===== src/dsp_pkg.sv =====
// What this block does
// - Bits 7:6 select one of four modes.
// - Nine-bit modes: filter drops frames with ninth zero.
// - Mode 1: filter drops frames lacking valid stop.
// - Filter clear or mode 0: no effect.
// - Reception accepted only while receive enable set.
// - Nine-bit modes send tx_ninth_bit as ninth bit.
// - Bit 2 gets ninth, stop, or nothing.
// - Hardware writes only rx_ninth_bit and the flags.
// - Nine-bit modes: tx done after ninth bit.
// - Modes 0,1: tx done after eighth bit.
// - Nine-bit modes: rx done one clock after ninth.
// - Mode 1: rx done one clock after stop.
// - Mode 0: rx done after eight shift periods.
// - Hardware updates survive a concurrent firmware write.
// - Mode 0 shifts eight bits, clock sys/6.
// - Start, eight data, optional ninth, then stop.
// - Writing the data buffer starts transmission.
// - Reception starts by write (mode 0) or start bit.
`default_nettype none
package dsp_pkg;
  localparam logic [7:0] CTRL_ADDR    = 8'h98;
  localparam logic [7:0] DATA_ADDR    = 8'h99;
  localparam int         FIFO_WIDTH   = 8;
  localparam int         FIFO_DEPTH   = 4;
  localparam logic [3:0] M0_LAST      = 4'h5;
  localparam logic [3:0] M0_HALF      = 4'h3;
  localparam logic [3:0] M0_BIT_LAST  = 4'h7;
  localparam logic [3:0] OVS_LAST     = 4'hf;
  localparam logic [3:0] SAMPLE_PT    = 4'h7;
  localparam logic [3:0] M2_DIV_LAST  = 4'h1;
  localparam logic [3:0] TI_IDX8      = 4'h8;
  localparam logic [3:0] TI_IDX9      = 4'h9;
  localparam logic [3:0] STOP_IDX8    = 4'h9;
  localparam logic [3:0] STOP_IDX9    = 4'ha;
  localparam logic [3:0] RX_LAST_IDX  = 4'h9;

  typedef enum logic [1:0] {MODE_SHIFT, MODE_ASYNC8, MODE_ASYNC9_FIXED, MODE_ASYNC9_VAR} dsp_mode_t;
  typedef enum logic [0:0] {TX_IDLE, TX_SHIFT} dsp_tx_state_t;
  typedef enum logic [1:0] {RX_IDLE, RX_ASYNC, RX_SHIFT0, RX_FIN} dsp_rx_state_t;

  typedef struct packed {
    dsp_mode_t mode;
    logic      multiproc_filter_en;
    logic      rx_enable;
    logic      tx_ninth_bit;
    logic      rx_ninth_bit;
    logic      tx_done_flag;
    logic      rx_done_flag;
  } dsp_ctrl_t;

  localparam dsp_ctrl_t CTRL_RESET = 8'h00;

  typedef struct packed {
    logic [7:0] addr;
    logic       wr;
    logic       rd;
    logic [7:0] wdata;
  } dsp_sfr_req_t;

  typedef struct packed {
    logic tx;
    logic rx_out;
    logic rx_oe;
  } dsp_pins_t;
endpackage
`default_nettype wire


===== src/dsp_serial_ctrl.sv =====
`default_nettype none
module dsp_fifo #(
  parameter int WIDTH = dsp_pkg::FIFO_WIDTH,
  parameter int DEPTH = dsp_pkg::FIFO_DEPTH
) (
  input  wire logic             sys_clk,
  input  wire logic             rst,
  input  wire logic [WIDTH-1:0] in_data,
  input  wire logic             in_valid,
  output logic                  in_ready,
  output logic      [WIDTH-1:0] out_data,
  output logic                  out_valid,
  input  wire logic             out_ready
);
  import dsp_pkg::*;
  localparam int PW = (DEPTH > 1) ? $clog2(DEPTH) : 1;
  localparam int CW = $clog2(DEPTH + 1);

  typedef struct packed {
    logic [DEPTH-1:0][WIDTH-1:0] mem;
    logic [PW-1:0]               wp;
    logic [PW-1:0]               rp;
    logic [CW-1:0]               cnt;
  } dsp_fifo_st_t;

  dsp_fifo_st_t s;
  dsp_fifo_st_t n;
  logic         push;
  logic         pop;

  assign in_ready  = (s.cnt != CW'(DEPTH));
  assign out_valid = (s.cnt != '0);
  assign out_data  = s.mem[s.rp];
  assign push      = in_valid && in_ready;
  assign pop       = out_valid && out_ready;

  always_comb begin
    n = s;
    if (push) begin
      n.mem[s.wp] = in_data;
      n.wp        = (s.wp == PW'(DEPTH - 1)) ? '0 : PW'(s.wp + 1'b1);
    end
    if (pop) begin
      n.rp = (s.rp == PW'(DEPTH - 1)) ? '0 : PW'(s.rp + 1'b1);
    end
    case ({push, pop})
      2'b10:   n.cnt = CW'(s.cnt + 1'b1);
      2'b01:   n.cnt = CW'(s.cnt - 1'b1);
      default: n.cnt = s.cnt;
    endcase
  end

  always_ff @(posedge sys_clk) begin
    if (rst) begin
      s <= '0;
    end else begin
      s <= n;
    end
  end
endmodule

module dsp_serial_ctrl (
  input  wire logic                  sys_clk,
  input  wire logic                  rst,
  input  wire dsp_pkg::dsp_sfr_req_t sfr_req,
  output logic                 [7:0] sfr_rdata,
  input  wire logic                  baud_tick,
  input  wire logic                  rx_in,
  output var dsp_pkg::dsp_pins_t     pins,
  output logic                       tx_buf_ready
);
  import dsp_pkg::*;

  typedef struct packed {
    dsp_ctrl_t     ctrl;
    logic [7:0]    rx_buf;
    logic [7:0]    rdata;
    dsp_tx_state_t tx_st;
    logic [3:0]    tx_div;
    logic [3:0]    tx_idx;
    logic [10:0]   tx_sh;
    dsp_rx_state_t rx_st;
    logic [3:0]    rx_div;
    logic [3:0]    rx_idx;
    logic [7:0]    rx_sh;
    logic          rx9;
    logic          rx_prev;
    logic [3:0]    m2div;
    dsp_pins_t     pins;
    logic          room;
  } dsp_state_t;

  dsp_state_t s;
  dsp_state_t n;
  logic       wr_ctrl;
  logic       wr_data;
  logic       nine;
  logic       tick;
  logic       tx_take;
  logic       accept;
  logic       fifo_in_ready;
  logic       fifo_out_valid;
  logic [7:0] fifo_out_data;

  assign sfr_rdata    = s.rdata;
  assign pins         = s.pins;
  assign tx_buf_ready = s.room;

  assign wr_ctrl = sfr_req.wr && (sfr_req.addr == CTRL_ADDR);
  assign wr_data = sfr_req.wr && (sfr_req.addr == DATA_ADDR);
  assign nine    = s.ctrl.mode[1];
  // Mode 2 runs a fixed oversampling tick; modes 1 and 3 follow the timer tick.
  assign tick    = (s.ctrl.mode == MODE_ASYNC9_FIXED) ? (s.m2div == M2_DIV_LAST) : baud_tick;
  // Mode 0 shares the receive pin, so a shift transmit waits for a shift receive.
  assign tx_take = (s.tx_st == TX_IDLE) && fifo_out_valid && (s.rx_st != RX_SHIFT0);
  // The stop bit in mode 1 and the ninth bit in modes 2 and 3 both sit in rx9.
  assign accept  = (s.ctrl.mode == MODE_SHIFT) || !s.ctrl.multiproc_filter_en || s.rx9;

  dsp_fifo #(
    .WIDTH (FIFO_WIDTH),
    .DEPTH (FIFO_DEPTH)
  ) u_tx_fifo (
    .sys_clk   (sys_clk),
    .rst       (rst),
    .in_data   (sfr_req.wdata),
    .in_valid  (wr_data),
    .in_ready  (fifo_in_ready),
    .out_data  (fifo_out_data),
    .out_valid (fifo_out_valid),
    .out_ready (tx_take)
  );

  always_comb begin
    n         = s;
    n.room    = fifo_in_ready;
    n.rx_prev = rx_in;
    n.m2div   = (s.m2div == M2_DIV_LAST) ? '0 : 4'(s.m2div + 1'b1);
    n.rdata   = '0;
    if (sfr_req.rd && (sfr_req.addr == CTRL_ADDR)) begin
      n.rdata = s.ctrl;
    end else if (sfr_req.rd && (sfr_req.addr == DATA_ADDR)) begin
      n.rdata = s.rx_buf;
    end
    // Firmware write lands first so that hardware updates below override it.
    if (wr_ctrl) begin
      n.ctrl = dsp_ctrl_t'(sfr_req.wdata);
    end

    case (s.tx_st)
      TX_IDLE: begin
        if (tx_take) begin
          n.tx_st  = TX_SHIFT;
          n.tx_div = '0;
          n.tx_idx = '0;
          if (s.ctrl.mode == MODE_SHIFT) begin
            n.tx_sh = {3'b111, fifo_out_data};
          end else begin
            n.tx_sh = {1'b1, nine ? s.ctrl.tx_ninth_bit : 1'b1, fifo_out_data, 1'b0};
          end
        end
      end
      TX_SHIFT: begin
        if (s.ctrl.mode == MODE_SHIFT) begin
          n.tx_div = 4'(s.tx_div + 1'b1);
          if (s.tx_div == M0_LAST) begin
            n.tx_div = '0;
            n.tx_sh  = {1'b1, s.tx_sh[10:1]};
            n.tx_idx = 4'(s.tx_idx + 1'b1);
            if (s.tx_idx == M0_BIT_LAST) begin
              n.ctrl.tx_done_flag = 1'b1;
              n.tx_st             = TX_IDLE;
            end
          end
        end else if (tick) begin
          n.tx_div = 4'(s.tx_div + 1'b1);
          if (s.tx_div == OVS_LAST) begin
            n.tx_div = '0;
            n.tx_sh  = {1'b1, s.tx_sh[10:1]};
            n.tx_idx = 4'(s.tx_idx + 1'b1);
            if (s.tx_idx == (nine ? TI_IDX9 : TI_IDX8)) begin
              n.ctrl.tx_done_flag = 1'b1;
            end
            if (s.tx_idx == (nine ? STOP_IDX9 : STOP_IDX8)) begin
              n.tx_st = TX_IDLE;
            end
          end
        end
      end
      default: n.tx_st = TX_IDLE;
    endcase

    case (s.rx_st)
      RX_IDLE: begin
        n.rx_div = '0;
        n.rx_idx = '0;
        if (wr_ctrl && (n.ctrl.mode == MODE_SHIFT) && n.ctrl.rx_enable && !n.ctrl.rx_done_flag &&
            (s.tx_st == TX_IDLE) && !fifo_out_valid) begin
          n.rx_st = RX_SHIFT0;
        end else if ((s.ctrl.mode != MODE_SHIFT) && s.ctrl.rx_enable && s.rx_prev && !rx_in) begin
          n.rx_st = RX_ASYNC;
        end
      end
      RX_SHIFT0: begin
        n.rx_div = 4'(s.rx_div + 1'b1);
        if (s.rx_div == M0_LAST) begin
          n.rx_div = '0;
          n.rx_sh  = {rx_in, s.rx_sh[7:1]};
          n.rx_idx = 4'(s.rx_idx + 1'b1);
          if (s.rx_idx == M0_BIT_LAST) begin
            n.rx9   = s.ctrl.rx_ninth_bit;
            n.rx_st = RX_FIN;
          end
        end
      end
      RX_ASYNC: begin
        if (tick) begin
          n.rx_div = 4'(s.rx_div + 1'b1);
          if (s.rx_div == SAMPLE_PT) begin
            if (s.rx_idx == '0) begin
              // A start bit that is high again at mid-bit was a glitch.
              if (rx_in) begin
                n.rx_st = RX_IDLE;
              end
            end else if (s.rx_idx == RX_LAST_IDX) begin
              n.rx9   = rx_in;
              n.rx_st = RX_FIN;
            end else begin
              n.rx_sh = {rx_in, s.rx_sh[7:1]};
            end
          end
          if (s.rx_div == OVS_LAST) begin
            n.rx_div = '0;
            n.rx_idx = 4'(s.rx_idx + 1'b1);
          end
        end
      end
      RX_FIN: begin
        n.rx_st = RX_IDLE;
        if (accept) begin
          n.ctrl.rx_done_flag = 1'b1;
          n.rx_buf            = s.rx_sh;
          if (s.ctrl.mode != MODE_SHIFT) begin
            n.ctrl.rx_ninth_bit = s.rx9;
          end
        end
      end
      default: n.rx_st = RX_IDLE;
    endcase

    n.pins = '{tx: 1'b1, rx_out: 1'b1, rx_oe: 1'b0};
    if (n.ctrl.mode == MODE_SHIFT) begin
      if (n.tx_st == TX_SHIFT) begin
        n.pins.rx_oe  = 1'b1;
        n.pins.rx_out = n.tx_sh[0];
        n.pins.tx     = (n.tx_div >= M0_HALF);
      end else if (n.rx_st == RX_SHIFT0) begin
        n.pins.tx = (n.rx_div >= M0_HALF);
      end
    end else if (n.tx_st == TX_SHIFT) begin
      n.pins.tx = n.tx_sh[0];
    end
  end

  always_ff @(posedge sys_clk) begin
    if (rst) begin
      s              <= '0;
      s.ctrl         <= CTRL_RESET;
      s.rx_prev      <= 1'b1;
      s.pins.tx      <= 1'b1;
      s.pins.rx_out  <= 1'b1;
    end else begin
      s <= n;
    end
  end
endmodule
`default_nettype wire


===== config.mk =====
export PLATFORM = sky130hd
export DESIGN_NAME = dsp_serial_ctrl
export DESIGN_NICKNAME = d
export VERILOG_FILES = /design/src/dsp_pkg.sv /design/src/dsp_serial_ctrl.sv
export SDC_FILE = /design/constraint.sdc
export NUM_CORES = 1
export LEC_CHECK = 0
export BUFFER_PORTS_ARGS = -buffer_cell sky130_fd_sc_hd__buf_2
export CORE_UTILIZATION = 31
export DETAILED_ROUTE_END_ITERATION = 12
export PLACE_DENSITY = 0.45
export RECOVER_POWER = 100
export SLEW_MARGIN = 20
export SYNTH_ARGS = -nofsm -noshare
export SYNTH_HDL_FRONTEND = slang
export SYNTH_SLANG_ARGS = --single-unit

===== constraint.sdc =====
create_clock -name sys_clk -period 5.6 [get_ports sys_clk]
set_input_delay 0.84 -clock sys_clk [delete_from_list [all_inputs] [get_ports sys_clk]]
set_output_delay 0.84 -clock sys_clk [all_outputs]
set_load 0.03 [all_outputs]

==> results.md, run 1 <==
- In this run the worst hold path is classified as flip-flop to flip-flop.
- The element type at the critical path end is a flip-flop.
- The remaining routing DRC violations is 0.
- Across all layers, the routed design uses 4181 vias.
- The distinct cell type count of the synthesized netlist is 62.
- The clock tree synthesis step divided the H-tree into 3 levels.
- The aggregate routed wire length is 12700 um.
- The cell total after placement is 818.
- The layout overhead on the synthesized area is 9.06%.
- The final critical delay including setup and external delays is 3960 ps.
- After synthesis, the mean cell area works out to 8.58 um2.
- The area of the placeable core is 16500 um2.
- The first global-routing pass estimated 21300 um of wire.
- The max-slew headroom at the worst pin is -6.62%.
- The number of slew-limit violations in the final report is 39.
- The maximum buffer depth of the clock tree is 2.
- The worst setup path is launched from an input pin.
- The critical path goes through buf_2, nor4b_1, nand3_1, a211oi_4, clkbuf_1, inv_2, ha_1, inv_1, fa_1, xor2_1, or3_1, a21oi_1.
- Across the VDD grid, the largest voltage drop is 0.163 mV.
- The power density normalized to cell area is 312 nW/um2.
- The repair_antennas step left the layout with diodes totalling 0.
- Counting every net in the synthesized netlist gives 649.
- Input and output buffers added on the ports amount to 33.
- The pin count of the biggest net entering global routing is 107.
- The fraction of post-synthesis cell area in the top cell type by area is 42.5%.
- Counting the buffers created by CTS gives 9.
- The flow ran to the end, but the final reports show violations.
- During synthesis, Yosys emitted a total of 0 warnings.
- Summing all non-filler instances in the final layout gives an area of 5710 um2.
- The post-route netlist has 8.01% of its cells at a drive strength greater than 1.
- The clock latency of the later-clocked register in the worst-skew pair is 360 ps.
- In the final layout, the multi-input gates occupy 2670 um2.
- The worst setup path is of the input pin to flip-flop kind.
- The clock tree from TritonCTS is yes.
- In this run, synthesis inferred 0 flip-flops with an integrated enable.
- The count of nets left with antenna violations once routing finished came out at 0.
- The static leakage is 1.88 nW.
- The most instantiated flip-flop cell in the synthesis netlist is dfxtp_1.
- The starting density of the core is 31.7%.
- The critical path's slowest cell is clkbuf_1.
- The congestion estimate from routability-driven global placement came to 0.776.
- The footprint of the flip-flops and latches is 2220 um2.
- The final hold violation count is 0.
- The final count of negative-setup-slack endpoints is 0.
- Setup repair after global routing left no endpoint under its margin.
- Counting flops and latches in the post-synthesis netlist gives 111.
- The slew of the pin with the lowest slew margin is 1600 ps.
- The layout net count is 648.
- The number of instances resized during post-cts repair is 0.
- The synthesized cell area is 5230 um2.
- In this run the vertical extent of the chip is 132 um.
- The overall track demand over capacity in global routing is 15.4%.
- Synthesis handed over a netlist of 610 instances.
- The post-synthesis cell type with the largest combined area is dfxtp_1.
- For this design, the CTS-stage hold fixing added 0 buffers.
- The number of DRC violations after detailed-routing iteration 0 is 269.
- The initial antenna violation count is 0.
- The number of detailed-routing iterations run before antenna repair is 4.
- In the post-synthesis netlist, the biggest area contributors are dfxtp_1, a21oi_1, nand2_1, nor2_1, nand3_1.
- The die footprint is 17400 um2.
- Of the synthesized area, sequential elements account for 42.5%.
- Detailed placement ended at an HPWL of 8630 um.
- Measured along the x axis, the die boundary spans 132 um.
- On the final layout, the worst clock skew is 11.9 ps.
- After clock tree synthesis, the clock-pin slew on the worst setup and hold paths is 70 ps.
- The root buffer cell chosen for the clock tree is clkbuf_16.
- The number of fill cells in the layout is 1716.
- The period utilization is 70.8%.
- In this design, the stage delay of the slowest critical-path cell is 1180 ps.
- The setup TNS is 0 ps.
- The checks that failed: max-capacitance violations, max-slew violations.
- The clock sink count is 111.
- The number of post-CTS setup repair buffers is 0.
- The number of max-cap violations is 1.
- The I/O pin count is 34.
- In this run the cell area measured after placement is 5470 um2.
- The average vias per placed instance is 5.03.
- Global routing finished with a remaining overflow of 0.
- After detailed routing, the average wire length per cell comes to 15.3 um.
- The initialized floorplan defines 47 standard-cell rows.
- The filler-free cell count of the finished design is 832.
- The biggest fanout along the worst timing path is 38.
- Counting flops with an async set or reset pin after synthesis yields a share of 0%.
- The critical path arrival is 4240 ps.
- The worst endpoint required time is 5880 ps.
- Timing would allow up to 252 MHz.
- The number of global-route vias before repair came to 4108.
worst max-delay path, delay by kind of cell:
family	cells	cell delay, ps
adders and majority gates	2	440
and+or+nand+nor	3	1050
AOI/OAI and AO/OA	2	380
xor gates and xnor gates	1	70
buffers and inverters	4	1440
flip-flops by register name (all words and copies together), names as in the netlist:
name,cells
u_tx_fifo.s,39
sfr_rdata,8
nine,1
s,59
tx_buf_ready,1
pins,3
metrics by stage:
step | worst slack, ps | util (%) | total power, mW | hold WS (ps)
after floorplan | 2830 | - | 1.05 | 425
final | 1640 | 34.5 | 1.78 | 453
after global placement | 2400 | 33.1 | 1.10 | 435
after global routing | 1270 | 34.5 | 1.86 | 478
after CTS | 2700 | 35.0 | 1.81 | 455
after detailed placement | 2330 | 33.1 | 1.11 | 445
layout make-up:
class / count / share of cell area [%]
multi-input combinational: 434 / 46.8
clock buffer: 10 / 4.01
sequential: 111 / 38.9
inverter: 18 / 1.18
tap: 220 / 4.82
timing repair buffer: 35 / 2.87
clock inverter: 4 / 1.40
Yosys cell counts, drive strengths merged, types with 8 or more instances:
cell type,number
dfxtp,111
a21oi,61
inv,18
o21ai,12
nor2,66
a22oi,12
a221oi,8
buf,24
mux2i,18
nor3,16
nand2,77
ha,16
mux4,8
clkbuf,23
nand3,50
per-layer routing:
metal | part of all wire (%) | up-vias | GRT usage (%)
li1 | - | 2126 | -
met1 | 50 | 1975 | 21.2
met2 | 46 | 66 | 24.1
met3 | 2.4 | 14 | 2.35
met4 | 1.7 | 0 | 6.40
met5 | 0 | - | 0
layout by cell type (no fill, tap or decap), drive strengths merged, types with 6 or more instances in the layout:
cell    synthesis  layout
clkbuf         23      24
a221oi          8       8
nor2           66      66
mux4            8       8
nor3           16      16
nand3          50      50
a21oi          61      61
dfxtp         111     111
mux2i          18      18
a22oi          12      12
a31oi           6       6
buf            24      21
inv            18      20
xor2            6       6
nor2b           6       6
o21ai          12      12
nand2b          6       6
ha             16      16
nand2          77      77
and3            6       6
final timing paths:
check | startpoint | to | slack (ps) | cells after the start
setup reg to reg | u_tx_fifo.s[0] | u_tx_fifo.s[2] | 2470 | 10
setup / recovery | sfr_req[11] | u_tx_fifo.s[2] | 1640 | 12
hold reg to reg | s[38] | s[38] | 450 | 2
hold / removal | s[38] | s[38] | 450 | 2
power by group:
part	switching [mW]	internal, mW
Combinational	0.148	0.0763
Clock	0.308	0.393
Sequential	0.0367	0.819
Total	0.492	1.29
cell families (layout without fill, tap and decap cells):
family / after synthesis / after routing / share of synthesized area, %
simple gates: 253 / 253 / 23.4
compound gates: 126 / 126 / 15.2
flops: 111 / 111 / 42.5
buf+inv: 65 / 67 / 5.67
mux: 28 / 28 / 7.46
fa+ha+maj: 17 / 17 / 4.21
xor+xnor: 10 / 10 / 1.67
(Power assumes the default switching activity.)
==> inputs of run 2 (changes only) <==
--- a/config.mk
+++ b/config.mk
@@ -8,7 +8,7 @@
 export BUFFER_PORTS_ARGS = -buffer_cell sky130_fd_sc_hd__buf_2
 export CORE_UTILIZATION = 31
 export DETAILED_ROUTE_END_ITERATION = 12
-export PLACE_DENSITY = 0.45
+export PLACE_DENSITY = 0.47
 export RECOVER_POWER = 100
 export SLEW_MARGIN = 20
 export SYNTH_ARGS = -nofsm -noshare
==> constraint.sdc (replaced) <==
create_clock -name sys_clk -period 3.5 [get_ports sys_clk]
set_input_delay 0.525 -clock sys_clk [delete_from_list [all_inputs] [get_ports sys_clk]]
set_output_delay 0.525 -clock sys_clk [all_outputs]
set_load 0.03 [all_outputs]
==> run 2 against run 1 <==
Effect of this change: the flow now finishes without violations; combinational power rose by 71%; largest cell class unchanged; final area fell by 0.37%; critical path type is now flip-flop to flip-flop; power rose by 52%; wire length rose by 1.7%; final cell count rose by 0.48%.
==> results.md, run 2 (synthesized netlist as in run 1, its figures left out) <==
- In the routed layout, each cell is associated on average with a via count of 5.06.
- The worst setup skew after layout is 7.02 ps.
- The slew of the pin with the lowest slew margin is 1380 ps.
- The minimum setup slack in the final design is 620 ps.
- The overall via count from detail_route is 4232.
- The longest clock path from root to sink contains 2 buffers.
- The final antenna-violating net count is 0.
- Max-cap violations in this run came to 0.
- The element type at the critical path end is a flip-flop.
- STA classifies the critical path startpoint as a flip-flop.
- The capturing point of the worst reg2reg path is u_tx_fifo.s[2].
- VDD sags by at most 0.232 mV.
- Cells with a size suffix above 1 make up 8.93% of the layout.
- The number of slew-limit violations in the final report was 0.
- Data arrives at the worst endpoint at 3140 ps.
- The critical path's slowest cell is or3_1.
- The clock sink count is 111.
- The first-pass GRT wire length is 21400 um.
- Compared with the post-synthesis result, the final layout area differs by 8.66%.
- Once detailed placement completed, the half-perimeter wirelength came to 9010 um.
- Buffers added to address setup during post-CTS repair amount to 0.
- The initialized floorplan defines 47 standard-cell rows.
- The die footprint is 17400 um2.
- The delay of the slowest cell on the worst path is 540 ps.
- Walking the worst path, the cells encountered are nor2b_1, or3_1, inv_1, ha_1, inv_1, fa_1, xor2_1, or3_1, a21oi_1.
- The initial antenna violation count is 0.
- The register with the most flip-flops in the layout has 59 of them.
- The pin count of the biggest net entering global routing is 66.
- The final critical path takes up 82.3% of the cycle.
- The H-tree was split into 3 levels.
- Power spread over the standard cell area amounts to 476 nW/um2.
- The launching point of the worst reg2reg path is s[26].
- The critical path is of the flip-flop to flip-flop type.
- After layout, the design draws a total of 2.71 mW.
- The static leakage is 1.89 nW.
- Routability-driven placement finished with a final weighted congestion of 0.770.
- The number of antenna diodes in the final layout is 0.
- In the layout the commonest cells are dfxtp_1, nand2_1, nor2_1, a21oi_1, nand3_1.
- The worst hold path belongs to the class input pin to flip-flop.
- Buffers placed on the I/O ports in this run total 33.
- The final critical delay including setup and external delays is 2880 ps.
- The number of clock buffers added by TritonCTS is 9.
- In this run, post-CTS hold repair placed 0 buffers.
- After floorplanning, the core was sized to cover 16500 um2.
- The later pin in the worst-skew pair is clocked with a latency of 350 ps.
- The critical path starts at s[26].
- The overflow left after global routing is 0.
- After detailed routing, the average wire length per cell comes to 15.5 um.
- Setup repair after global routing left no endpoint under its margin.
- The most common library cell in the layout ignoring fill and taps is dfxtp_1.
- Gates resized during post-CTS repair numbered 0.
- The max-slew headroom at the worst pin is 7.80%.
- From bottom edge to top edge, the die measures 132 um.
- The worst endpoint required time is 3760 ps.
- In this run the worst path has a maximum fanout of 12.
- The number of global-route vias before repair is 4053.
- The clock tree from TritonCTS is yes.
- From left edge to right edge, the die measures 132 um.
- The number of cells traversed by the worst hold path is 2.
- The clock input transition at the sequential cells of the worst setup and hold paths is 70 ps.
- The highest clock rate is 347 MHz.
- The slack of the worst reg-to-reg path is 620 ps.
- The pre-CTS setup slack is 702 ps.
- After detailed routing, the total wire length is 13000 um.
- The first TritonRoute pass finished after 5 iterations.
- The setup TNS is 0 ps.
- The capture point of the critical path is u_tx_fifo.s[2].
- In the routed design, unresolved DRC markers number 0.
- The overall track demand over capacity in global routing is 15.6%.
- More flip-flops sit in one register than any other, and that register is s.
- The final hold violation count is 0.
- The count of cells along the worst register-to-register path is 9.
- The final layout contains 652 nets.
- The number of DRC violations after detailed-routing iteration 0 is 252.
- The I/O pin count is 34.
- Setup violations remaining at the end of the flow were counted as 0.
- Once the floorplan was initialized, standard cells occupied 31.7% of the core.
- The run finished with clean final reports.
- The master cell of the clock root buffer is clkbuf_16.
run 2: changes by cell type in the layout (fill, tap and decap cells not counted), moves of 2 or more:
cell       delta
o21ai_1       -2
bufinv_16     -2
o21ai_0       +2
clkbuf_2      +3
buf_4         +2
run 2: critical path, delay by kind of cell, from the launching register on:
family                     cells  cell delay [ps]
and+or+nand+nor                3             1040
adders and majority gates      2              600
DFF                            1              520
buffers and inverters          2              320
xor gates and xnor gates       1              170
AOI/OAI and AO/OA              1              160
run 2: worst min path at each step:
stage,startpoint,endpoint
detailed placement,u_tx_fifo.s[20],u_tx_fifo.s[20]
global placement,u_tx_fifo.s[19],u_tx_fifo.s[19]
global route,rx_in,s[8]
CTS,rx_in,s[8]
finish,rx_in,s[8]
floorplan,s[38],s[38]
run 2: layer usage:
layer	wire length, um	global-route usage, %
met1	6320	21.6
met2	5970	24.2
met3	417	2.15
met4	260	6.52
met5	0	0
run 2: report_power, final:
part / leakage [nW] / switching, mW / internal [mW]
Sequential: 0.895 / 0.0378 / 1.31
Clock: 0.135 / 0.473 / 0.500
Combinational: 0.858 / 0.257 / 0.127
Total: 1.89 / 0.768 / 1.94
run 2: through the flow:
stage          util (%)  instances  cell area (um2)  hold WS, ps
2_1_floorplan         -        610             5230          425
3_3_place_gp       33.3        822             5500          438
3_5_place_dp       33.3        822             5500          447
4_1_cts            34.9        836             5770          435
5_1_grt            34.4        836             5690          461
6_report           34.4        836             5690          441
run 2: area by class of cell:
cell class | instances | area [um2]
clock inverters | 4 | 31.3
clock buffers | 10 | 239
well taps | 220 | 275
fillers | 1724 | 10800
multi-input cells | 434 | 2670
flip-flops and latches | 111 | 2220
repair buffers | 39 | 183
inverters | 18 | 67.6
==> inputs of run 3 (changes only) <==
==> constraint.sdc (replaced) <==
create_clock -name sys_clk -period 2.5 [get_ports sys_clk]
set_input_delay 0.375 -clock sys_clk [delete_from_list [all_inputs] [get_ports sys_clk]]
set_output_delay 0.375 -clock sys_clk [all_outputs]
set_load 0.03 [all_outputs]
==> run 3 against run 2 <==
Effect of this change: first-iteration DRC count decreased by 2.0%; clock power increased by 37%; sequential cell count stayed put; clock skew up 1.3 ps; critical path type unchanged; largest power group unchanged; highest routed layer unchanged.
==> results.md, run 3 (synthesized netlist as in run 1, its figures left out) <==
- The run finished with clean final reports.
- Post-CTS timing repair inserted 0 buffers for setup.
- The layout net count is 670.
- In this run, the combinational gates consume 15.2% of the power.
- The worst voltage drop across the vdd grid is 0.398 mV.
- The power density normalized to cell area is 650 nW/um2.
- The minimum setup slack in the final design is 161 ps.
- The endpoint identified for the worst register-to-register timing path is s[21].
- The floorplan step defined a die boundary enclosing 17400 um2.
- The worst setup skew after layout is 8.27 ps.
- The maximum buffer depth of the clock tree is 2.
- After detailed placement, the total cell area comes to 5650 um2.
- The average vias per placed instance is 5.06.
- Counting the fill cells in the layout gives 1715.
- Once the clock tree was built, the resizer swapped 0 gates to a different size.
- STA classifies the critical path startpoint as a flip-flop.
- The aggregate routed wire length is 13000 um.
- The finished layout holds 854 standard cells, fillers aside.
- The number of DRC violations after detailed-routing iteration 0 is 247.
- The slew of the pin with the lowest slew margin is 1160 ps.
- For this run, global-route usage on met2 was measured as 25.0%.
- In the final layout, flip-flops and latches occupy 2220 um2.
- The floorplan step set the die height to 132 um.
- The final critical path takes up 93.6% of the cycle.
- The first-pass GRT wire length is 21500 um.
- In this run, placement finished with an instance count of 840.
- The final hold violation count was 0.
- Clock tree synthesis selected as its root buffer the cell clkbuf_16.
- The post-route netlist has 11.0% of its cells at a drive strength greater than 1.
- Adding up every negative setup slack in the final design gives 0 ps.
- Row generation in the floorplan step produced 47 rows.
- The internal power contribution is 2.71 mW.
- The worst path in the final design needs a cycle of 2340 ps, including I/O delays and setup.
- The most used routing layer is met2.
- After clock tree synthesis, the clock-pin slew on the worst setup and hold paths is 70 ps.
- The number of antenna repair diodes is 0.
- TritonCTS built the clock tree.
- The met1 global-route usage is 20.6%.
- The overall via count from detail_route is 4317.
- In the global route stage, met3 resource usage came out at 2.96%.
- The total of hold buffers inserted after clock tree synthesis is 0.
- The number of max-cap violations is 0.
- The number of global-route vias before repair is 4106.
- Compared with the post-synthesis result, the final layout area differs by 11.3%.
- Counting flops per register, the top entry is s.
- The worst setup path is captured at a flip-flop.
- After floorplanning, the core was sized to cover 16500 um2.
- The number of cells traversed by the worst hold path is 2.
- The number of flip-flops under the largest register name is 59.
- The analysis attributes to net switching a power of 1.08 mW.
- The number of cells on the worst reg-to-reg path is 9.
- In this run the horizontal extent of the chip is 132 um.
- The overall track demand over capacity in global routing is 15.6%.
- The multi-input combinational cells in the finished layout cover a total of 2680 um2.
- The port buffer count is 33.
- For hold timing, the worst endpoint is s[8].
- After routing the design area is 5830 um2.
- The startpoint identified for the worst register-to-register timing path is s[4].
- The I/O pin count is 34.
- Net switching is 28.6% of the power.
- In the final routed layout, each cell accounts on average for 15.2 um.
- The HPWL after detailed placement is 9160 um.
- Clock tree synthesis found a total of 111 sinks.
- The first detailed-routing pass ran for 7 iterations.
- The worst endpoint required time is 2740 ps.
- The most common library cell in the layout ignoring fill and taps is dfxtp_1.
- The starting density of the core is 31.7%.
- The placer's final routability congestion estimate is 0.806.
- In this run the static leakage power is 1.96 nW.
- The critical path arrival is 2570 ps.
- The initial antenna violation count came to 0.
- Entering global routing, the biggest net connects 57 pins.
- Measured on the finished design, the core utilization comes to 35.3%.
- Clock latency on the worst-skew pair, taken at its later pin, is 350 ps.
- Along the worst path, the maximum fanout reaches 6.
- For this run, design rule violations remaining after detail routing come to 0.
- The overflow left after global routing is 0.
- Per report_power, the clock group accounts for 35.1% of the total.
- In this run the worst hold path is classified as input pin to flip-flop.
- The final antenna-violating net count is 0.
- Based on the critical path, the design can be clocked at up to 428 MHz.
- The number of slew-limit violations in the final report is 0.
- The H-tree generated during clock tree synthesis spans 3 levels.
- Headroom to the max-slew limit came out at 22.9%.
- Setup violations remaining at the end of the flow were counted as 0.
- Setup repair after global routing left no endpoint under its margin.
- After layout, the design draws a total of 3.79 mW.
- The register share of total power is 49.7%.
- The tightest hold margin is 299 ps.
- The total clock buffers created by CTS is 9.
- The critical path class is flip-flop to flip-flop.
- The startpoint of the lowest-slack hold path is rx_in.
- The pre-CTS setup slack is 172 ps.
- Leaving out fill and tap cells, the most frequent cells in the layout are dfxtp_1, nand2_1, nor2_1, a21oi_1, nand3_1.
- The worst register-to-register path has a setup slack of 160 ps.
==> run 3: power by group through the flow <==
| stage | registers, mW | logic [mW] | clock network [mW] |
|---|---|---|---|
| finish | 1.88 | 0.577 | 1.33 |
| global route | 1.89 | 0.648 | 1.45 |
| CTS | 1.88 | 0.613 | 1.38 |
| detailed placement | 1.92 | 0.611 | 0 |
| global placement | 1.92 | 0.603 | 0 |
| floorplan | 1.91 | 0.447 | 0 |
==> run 3: area by class of cell <==
cell class / instances / area share, %
clock inverters: 4 / 0.558
multi-input cells: 434 / 46.0
flip-flops and latches: 111 / 38.1
inverters: 18 / 1.16
clock buffers: 10 / 3.93
well taps: 220 / 4.73
repair buffers: 57 / 5.43
==> run 3: how the worst max path moves through the flow <==
stage	cells after the start	slack, ps	end	start
6_report	9	160	s[21]	s[4]
5_1_grt	9	10	u_tx_fifo.s[2]	u_tx_fifo.s[0]
4_1_cts	8	170	pins[2]	s[4]
3_5_place_dp	8	170	u_tx_fifo.s[33]	sfr_req[11]
3_3_place_gp	8	180	pins[2]	s[4]
2_1_floorplan	11	190	u_tx_fifo.s[2]	sfr_req[11]
==> run 3: metal layers <==
layer  part of all wire, %  wire [um]  vias up
met5                     0          0        -
met4                   1.9        246        0
met3                   3.0        395       13
met2                    46       5940       78
met1                    49       6380     2053
li1                      -          -     2173
==> run 3: critical path, stage by stage (launching register included) <==
cell and delay (ps):
dfxtp_1 390, ha_1 160, nor3b_4 310, mux2i_1 210, clkbuf_1 190, o21a_1 200, o22ai_1 380, nand4_1 190
xor2_1 160, nor2_1 50
